**src/lcc_logic_cell.sv**
```systemverilog
// package of shared constants and the single logic cell of the slice
`timescale 1ns/1ps
`default_nettype none

package lcc_pkg;
	// ------------------------------------------------------------
	// cell geometry
	// ------------------------------------------------------------
	localparam int          LUT_INPUTS        = 4;
	localparam int          LUT_W             = 16;
	localparam int          CELLS_PER_CLUSTER = 10;
	localparam int          CHAIN_CELLS       = 9;
	localparam int          CTRL_CELL         = 0;
	localparam int          CHAIN_FIRST       = 1;
	localparam int          NUM_CLUSTERS      = 4;
	localparam int          CLK_PERIOD_NS     = 25;
	// ------------------------------------------------------------
	// table layout in arithmetic mode
	// ------------------------------------------------------------
	localparam int          ARITH_SUM_BASE    = 0;
	localparam int          ARITH_CARRY_BASE  = 8;
	localparam logic [15:0] ADDER_CFG         = 16'hE896;
	localparam logic        CELL_Q_RST        = 1'h0;
	localparam logic        CARRY_ZERO        = 1'h0;

	// ------------------------------------------------------------
	// four-input table lookup
	// ------------------------------------------------------------
	function automatic logic lut4(input logic [15:0] cfg, input logic [3:0] sel);
		lut4 = cfg[sel];
	endfunction
endpackage

module lcc_logic_cell
	import lcc_pkg::*;
(
	// clock and reset
	input  wire logic        clk_sys,
	input  wire logic        rst,
	// configuration
	input  wire logic [15:0] lut_cfg,
	input  wire logic        arith,
	input  wire logic        bypass,
	input  wire logic        cin_as_d3,
	input  wire logic        fb_en,
	// data and carry
	input  wire logic [3:0]  data,
	input  wire logic        carry_in,
	// cluster-wide controls
	input  wire logic        sclr,
	input  wire logic        sload,
	// results
	output logic             comb_out,
	output logic             cell_out,
	output logic             carry_out,
	output logic             q
);
	logic       q_r;
	logic       q_nxt;
	logic [3:0] d_eff;
	logic [3:0] sel;

	// ------------------------------------------------------------
	// table and carry logic
	// ------------------------------------------------------------
	always_comb begin
		d_eff = data;
		if (fb_en) begin
			d_eff[0] = q_r;
		end
		if (arith) begin
			sel       = {1'b0, carry_in, d_eff[1:0]};
			comb_out  = lut4(lut_cfg, sel); // RL9 RL13
			carry_out = lut4(lut_cfg, sel | 4'(ARITH_CARRY_BASE)); // RL13 RL11
		end else begin
			sel       = {(cin_as_d3 ? carry_in : d_eff[3]), d_eff[2:0]}; // RL3
			comb_out  = lut4(lut_cfg, sel); // RL1
			carry_out = CARRY_ZERO;
		end
	end

	// ------------------------------------------------------------
	// cell register
	// ------------------------------------------------------------
	always_comb begin
		if (sclr) begin
			q_nxt = CELL_Q_RST; // RL15
		end else if (sload) begin
			q_nxt = data[3]; // RL5
		end else begin
			q_nxt = comb_out; // RL10
		end
	end

	always_ff @(posedge clk_sys or posedge rst) begin
		if (rst) begin
			q_r <= CELL_Q_RST;
		end else begin
			q_r <= q_nxt;
		end
	end

	assign q        = q_r;
	assign cell_out = bypass ? comb_out : q_r; // RL10
endmodule

`default_nettype wire

```
**src/lcc_slice.sv**
```systemverilog
// row of logic cell clusters with hopping carry chains
`timescale 1ns/1ps
`default_nettype none

// Notes on behaviour
// (RL1) Every cell has a four-input table that can realise any function of its inputs.
// (RL2) Every cell holds a table, a storage flip-flop and carry logic.
// (RL3) The carry from the lower bit feeds both the table and the carry toward the next bit.
// (RL4) The first cell of a cluster never joins a carry chain.
// (RL5) The first cell's inputs form the cluster's synchronous clear and load enable.
// (RL6) A chain longer than nine cells continues into another cluster.
// (RL7) A long chain hops to the cluster two positions on, last cell to second cell.
// (RL8) A chain stops at the middle of the row and may restart in the second half.
// (RL9) Each adder bit forms the sum of two operand bits and the carry, using n plus one cells.
// (RL10) The register can be bypassed for a plain adder or hold the sum as an accumulator.
// (RL11) Each carry out comes from its own table half and goes straight to the next carry in.
// (RL12) The top carry is placed into an extra cell that drives it out as a plain signal.
// (RL13) In arithmetic mode the table splits into a sum half and a carry half of three inputs.
// (RL14) Clock, clears and load of all cell registers are shared across the cluster.
// (RL15) Synchronous clear wins over synchronous load on the same edge.
// (RL16) A chain's first carry is zero unless a carry-in operand is supplied.
module lcc_slice
	import lcc_pkg::*;
#(
	parameter int NC  = lcc_pkg::NUM_CLUSTERS,
	parameter int CPC = lcc_pkg::CELLS_PER_CLUSTER
)(
	// clock and reset
	input  wire logic                 CLK_SYS,
	input  wire logic                 RST,
	// per-cell configuration
	input  wire logic [NC*CPC*16-1:0] LUT_CFG,
	input  wire logic [NC*CPC-1:0]    ARITH,
	input  wire logic [NC*CPC-1:0]    BYPASS,
	input  wire logic [NC*CPC-1:0]    CIN_AS_D3,
	input  wire logic [NC*CPC-1:0]    FB_EN,
	// per-cluster configuration
	input  wire logic [NC*16-1:0]     LOAD_CFG,
	input  wire logic [NC-1:0]        LINK,
	// data and carry operands
	input  wire logic [NC*CPC*4-1:0]  DATA,
	input  wire logic [NC-1:0]        CARRY_IN,
	// results
	output logic      [NC*CPC-1:0]    CELL_OUT,
	output logic      [NC-1:0]        CARRY_OUT
);
	localparam int HALF = NC / 2;

	logic [NC*CPC-1:0] c_in;
	logic [NC*CPC-1:0] c_out;
	logic [NC*CPC-1:0] comb;
	logic [NC*CPC-1:0] cout_cell;
	logic [NC*CPC-1:0] q;
	logic [NC-1:0]     sclr;
	logic [NC-1:0]     sload;
	logic [NC*CPC-1:0] cell_out_r;
	logic [NC*CPC-1:0] cell_out_nxt;
	logic [NC-1:0]     carry_out_r;
	logic [NC-1:0]     carry_out_nxt;

	// ------------------------------------------------------------
	// cells and carry network
	// ------------------------------------------------------------
	for (genvar k = 0; k < NC; k++) begin : g_cl
		for (genvar j = 0; j < CPC; j++) begin : g_ce
			localparam int I = k * CPC + j;

			if (j == CTRL_CELL) begin : g_ctrl
				assign c_in[I] = CARRY_ZERO; // RL4
			end else if (j == CHAIN_FIRST) begin : g_head
				if (k >= 2 && ((k - 2) / HALF) == (k / HALF)) begin : g_hop
					// hop from last cell two clusters back
					assign c_in[I] = LINK[k] ? c_out[(k-2)*CPC+CPC-1] : CARRY_IN[k]; // RL6 RL7
				end else begin : g_start
					assign c_in[I] = CARRY_IN[k]; // RL8 RL16
				end
			end else begin : g_body
				assign c_in[I] = c_out[I-1]; // RL3 RL11
			end

			// first cell always combinational, it makes controls
			lcc_logic_cell u_cell ( // RL2
				.clk_sys   (CLK_SYS),
				.rst       (RST),
				.lut_cfg   (LUT_CFG[I*16 +: 16]),
				.arith     (j == CTRL_CELL ? 1'b0 : ARITH[I]),
				.bypass    (j == CTRL_CELL ? 1'b1 : BYPASS[I]),
				.cin_as_d3 (j == CTRL_CELL ? 1'b0 : CIN_AS_D3[I]),
				.fb_en     (FB_EN[I]),
				.data      (DATA[I*4 +: 4]),
				.carry_in  (c_in[I]),
				.sclr      (sclr[k]),
				.sload     (sload[k]),
				.comb_out  (comb[I]),
				.cell_out  (cout_cell[I]),
				.carry_out (c_out[I]),
				.q         (q[I])
			);
		end

		// cluster controls from first cell
		assign sclr[k]  = comb[k*CPC+CTRL_CELL]; // RL5 RL14
		assign sload[k] = lut4(LOAD_CFG[k*16 +: 16], DATA[(k*CPC+CTRL_CELL)*4 +: 4]); // RL5 RL14
	end

	// ------------------------------------------------------------
	// output registers
	// ------------------------------------------------------------
	always_comb begin
		cell_out_nxt = cout_cell;
		for (int k = 0; k < NC; k++) begin
			carry_out_nxt[k] = c_out[k*CPC+CPC-1]; // RL12
		end
	end

	always_ff @(posedge CLK_SYS or posedge RST) begin
		if (RST) begin
			cell_out_r  <= '0;
			carry_out_r <= '0;
		end else begin
			cell_out_r  <= cell_out_nxt;
			carry_out_r <= carry_out_nxt;
		end
	end

	assign CELL_OUT  = cell_out_r;
	assign CARRY_OUT = carry_out_r;

	// ------------------------------------------------------------
	// checks
	// ------------------------------------------------------------
	for (genvar k = 0; k < NC; k++) begin : g_chk
		localparam int B = k * CPC;

		if (k >= 2 && ((k - 2) / HALF) == (k / HALF)) begin : g_hopc

		end else begin : g_midc

		end

		// ------------------------------------------------------------
		// per-cell checks
		// ------------------------------------------------------------
		for (genvar j = 1; j < CPC; j++) begin : g_cc
			localparam int I = B + j;

			if (j >= 2) begin : g_lnk

			end
		end
	end
endmodule

`default_nettype wire

```
**config.mk**
```make
export PLATFORM = sky130hd
export DESIGN_NAME = lcc_slice
export DESIGN_NICKNAME = d
export VERILOG_FILES = /design/src/lcc_logic_cell.sv /design/src/lcc_slice.sv
export SDC_FILE = /design/constraint.sdc
export NUM_CORES = 1
export LEC_CHECK = 0
export CORE_AREA = 2 2 419 421
export CTS_CLUSTER_DIAMETER = 60
export DETAILED_ROUTE_END_ITERATION = 8
export DIE_AREA = 0 0 421 423
export DONT_BUFFER_PORTS = 1
export GPL_TIMING_DRIVEN = 0
export PLACE_DENSITY = 0.3
export SKIP_LAST_GASP = 1
export SLEW_MARGIN = 20
export SYNTH_ARGS = -nofsm -noshare
export SYNTH_HDL_FRONTEND = slang
export SYNTH_SLANG_ARGS = --single-unit
```
**constraint.sdc**
```tcl
create_clock -name CLK_SYS -period 4.3 [get_ports CLK_SYS]
set_input_delay 0.215 -clock CLK_SYS [delete_from_list [all_inputs] [get_ports CLK_SYS]]
set_output_delay 0.215 -clock CLK_SYS [all_outputs]
set_load 0.01 [all_outputs]
```
==> results.md <==
Place:
- The total half-perimeter wirelength after legalization and detailed placement is 92600 um.
- The total of buffers placed on input and output ports is 0.
- The congestion estimate from routability-driven global placement came to roughly 1.0.
- After detailed placement, the design holds a cell count of between 3000 and 4000.
- The post-placement worst setup slack is -552 ps.
- The placed instance area is 14100 sq um.

Synthesis:
- For this run, the leading register cell type out of synthesis is sky130_fd_sc_hd__dfrtp_1.
- The mean area per synthesized cell is approximately 13 sq um.
- After synthesis the netlist holds a flip-flop and latch count of 84.
- The count of flip-flops with a built-in enable after synthesis is 0.
- When the netlist entered floorplanning its net count stood at 1924.
- The number of distinct standard cells referenced by the synthesized netlist is 62.
- The portion of the post-synthesis area used by sequential elements is a little under a fifth.
- Summing every instance area after synthesis gives about 11000 sq um.
- The warning count from the yosys run is 0.
- Synthesis handed over a netlist of 890 instances.
- The async set or reset register ratio after synthesis is 100%.

GRT:
- The total grt overflow is 0.
- The number of antenna violations at the first check in global routing is 88.
- Entering global routing, the biggest net connects 45 pins.
- Global routing used 11.0% of the available tracks across all layers.
- The number of global-route vias before repair is 11082.
- The global-route wire length before repair is 126000 um.

Cells and area:
- Counting the fill cells in the layout gives 19922.
- Compared with the post-synthesis result, the final layout area differs by 41.5%.
- The net count of the finished layout is 2049.
- The post-layout instance area is 15800 sq um.
- The finished layout holds 3373 standard cells, fillers aside.
- Once layout is complete, the utilization of the core stands at 9.10%.
- The share of cells above drive strength 1 is about a third.
- The library cells used most frequently in the layout, excluding fill and tap cells, are sky130_fd_sc_hd__mux4_2, sky130_fd_sc_hd__mux2i_1, sky130_fd_sc_hd__dlygate4sd3_1, sky130_fd_sc_hd__dfrtp_1, sky130_fd_sc_hd__nor2_1.
- The most common cell after layout, fill and taps aside is sky130_fd_sc_hd__mux4_2.

Floorplan:
- The number of top-level pins is 1078.
- The initial standard-cell utilization of the core is 6.43%.
- In this run the core area contains 153 standard-cell rows.
- Measured along the x axis, the die boundary spans around 420 um.
- The area enclosed by the die boundary is 178000 sq um.
- The floorplan step defined a core boundary enclosing 173000 sq um.
- The die is 423 um tall.

Status:
- The flow ran to the end, but the final reports show violations.
- The final reports fail on hold timing.

Setup path:
- STA puts the critical path data required time at 4640 ps.
- The worst endpoint data arrival time is approximately 4500 ps.
- Measured in cells, the most critical reg-to-reg path has a length of 12.
- STA classifies the critical path endpoint as a flip-flop.
- The type of element launching the critical path is a flip-flop.
- The maximum fanout count along the critical path is 4.
- The setup path with the least slack is of type reg -> reg.

STA:
- The part of the cycle the worst path needs is 97.1%.
- Timing would allow up to 239 MHz.
- At the pin with the least slew margin, the transition time is 1170 ps.
- The minimum clock period after layout is 4180 ps.
- The max-slew violation total from the final report is 0.
- Headroom to the max-slew limit came out at between 10% and 20%.
- Adding up every negative setup slack in the final design gives 0 ps.
- The final-report hold violation count is 1.
- The final setup slack of the worst path is about 120 ps.
- Setup repair after global routing could not meet its margin everywhere.
- Clock skew on the completed layout was measured at 8.92 ps.
- The post-route worst hold slack is -13.4 ps.
- Setup violations remaining at the end of the flow were counted as 0.

Route:
- The DRC marker count from the first detailed-route iteration is roughly 780.
- The via count of the routed design is 10447.
- The residual DRC count is 0.
- The count of antenna-violating nets left after detailed routing is 0.
- Dividing the detail-routed via count by the number of cells gives 3.10.
- The routed wire length per instance is 30.2 um.
- The final layout contains routed wiring with a total length of 102000 um.
- For this run, the detailed router's first-pass iteration total came to 5.

Min path:
- The hold-critical path depth is 2.
- The classification of the worst-slack hold path is in -> reg.

Clock tree:
- The number of buffers inserted by hold repair at cts is between 100 and 150.
- The CTS tree is built.
- CTS placed an instance of sky130_fd_sc_hd__clkbuf_16 at the clock tree root.
- The clock reaches the later pin of the worst-skew pair after 450 ps.
- In this run, CTS created clock tree buffers numbering 9.
- After clock tree synthesis, the clock-pin slew on the worst setup and hold paths is 80 ps.
- CTS built an H-tree with a depth of 3.
- No sink is reached through more buffers than the 2 on the longest clock path.
- The total number of clock tree sinks is 84.

Power:
- The worst supply voltage drop on vdd is between 0.0002 and 0.00025 V.
- The total leakage power is a little over 5 nW.
- The total power after layout is about 4.2 mW.
- The power density of the placed cells is 264 nW/um^2.

Run:
- Max-cap violations in this run came to 0.
-- layout make-up --
class | count | area (sq um) | area share (%)
diodes | 28 | 70.1 | 0.445
plain buffers | 20 | 85.1 | 0.540
clock buffers | 12 | 256 | 1.63
clock inverters | 4 | 47.5 | 0.302
inverters | 54 | 210 | 1.33
multi-input cells | 732 | 8930 | 56.7
flip-flops and latches | 84 | 2100 | 13.3
well taps | 2325 | 2910 | 18.5
repair buffers | 114 | 1150 | 7.29
-- final timing paths --
path / from / end / slack [ps]
worst max-delay path: g_cl[1].g_ce[2].u_cell.q / CELL_OUT[19] / 120
min in group asynchronous: RST / CELL_OUT[21] / 250
worst max register to register: g_cl[1].g_ce[2].u_cell.q / CELL_OUT[19] / 120
max in group asynchronous: RST / g_cl[0].g_ce[8].u_cell.q / 3320
worst min-delay path: BYPASS[19] / CELL_OUT[19] / -10
worst min register to register: g_cl[3].g_ce[9].u_cell.q / CELL_OUT[39] / 500
-- critical path, stage by stage, from the launching register on --
cell,delay (ps)
sky130_fd_sc_hd__dfrtp_1,410
sky130_fd_sc_hd__mux2i_2,500
sky130_fd_sc_hd__mux4_2,430
sky130_fd_sc_hd__nand2_1,110
sky130_fd_sc_hd__mux2i_4,230
sky130_fd_sc_hd__mux2_2,400
sky130_fd_sc_hd__o211a_1,270
sky130_fd_sc_hd__o211ai_1,260
sky130_fd_sc_hd__and2b_4,240
sky130_fd_sc_hd__o21a_4,200
sky130_fd_sc_hd__mux2i_4,340
sky130_fd_sc_hd__mux2_1,410
sky130_fd_sc_hd__o31ai_1,260
-- sequential cells by signal (all words and copies together) (netlist names) --
signal and flops:
CARRY_OUT 4, g_cl.g_ce.u_cell.q 40, CELL_OUT 40
-- kinds of logic (layout without fill, tap and decap cells) --
| group | after synthesis | count (layout) | share of synthesized area (%) |
|---|---|---|---|
| AND/OR/NAND/NOR | 210 | 210 | 9.25 |
| AO/OA/AOI/OAI | 124 | 124 | 8.58 |
| flip-flops | 84 | 84 | 18.9 |
| buffers and inverters | 74 | 204 | 2.54 |
| other | 0 | 28 | 0 |
| multiplexers | 398 | 398 | 60.8 |
-- metal layers --
layer  global-route usage (%)  share of wire, %
met4                     3.36               2.6
met2                     19.0                50
met3                     4.41               8.6
met5                        0              0.35
met1                     12.4                38
-- cell usage after synthesis (all sizes together) (2+ instances only) --
| cell | count | area (sq um) |
|---|---|---|
| nand4 | 5 | 31.3 |
| or3b | 3 | 26.3 |
| nor3 | 8 | 50.1 |
| o41ai | 2 | 17.5 |
| and2 | 14 | 92.6 |
| a211oi | 10 | 75.1 |
| o211ai | 5 | 47.5 |
| o311ai | 4 | 35.0 |
| nand2 | 63 | 236 |
| o21a | 8 | 68.8 |
| nand3 | 6 | 30.0 |
| mux4 | 213 | 4800 |
| clkbuf | 18 | 67.6 |
| o21ai | 27 | 139 |
| nor2 | 65 | 244 |
| o22ai | 5 | 31.3 |
| a31oi | 3 | 18.8 |
| or3 | 4 | 35.0 |
| o31ai | 3 | 32.5 |
| dfrtp | 84 | 2100 |
| mux2i | 146 | 1520 |
| a311oi | 4 | 47.6 |
| nor3b | 2 | 15.0 |
| nand3b | 2 | 15.0 |
| and4 | 2 | 22.5 |
| nand2b | 12 | 75.1 |
| o32ai | 8 | 92.6 |
| a221oi | 2 | 30.0 |
| nor2b | 15 | 93.8 |
| a22o | 3 | 30.0 |
| a2111oi | 2 | 55.1 |
| a21oi | 28 | 140 |
| a21o | 3 | 22.5 |
| inv | 54 | 203 |
| or2 | 2 | 12.5 |
| a22oi | 2 | 25.0 |
| o211a | 2 | 20.0 |
| mux2 | 39 | 450 |
| and3 | 5 | 31.3 |
| buf | 2 | 12.5 |
-- where the power goes --
group	switching, mW	internal, mW
clock network	0.508	0.482
registers	0.198	0.948
logic	1.03	0.994
total	1.74	2.42
-- repair_timing --
action	CTS	global route
gates resized for setup	16	13
endpoints found under the setup margin	15	14
setup buffers	1	8
pin swaps	1	1
endpoints found under the hold margin	146	1
cloned	0	0
(Power assumes the default switching activity.)
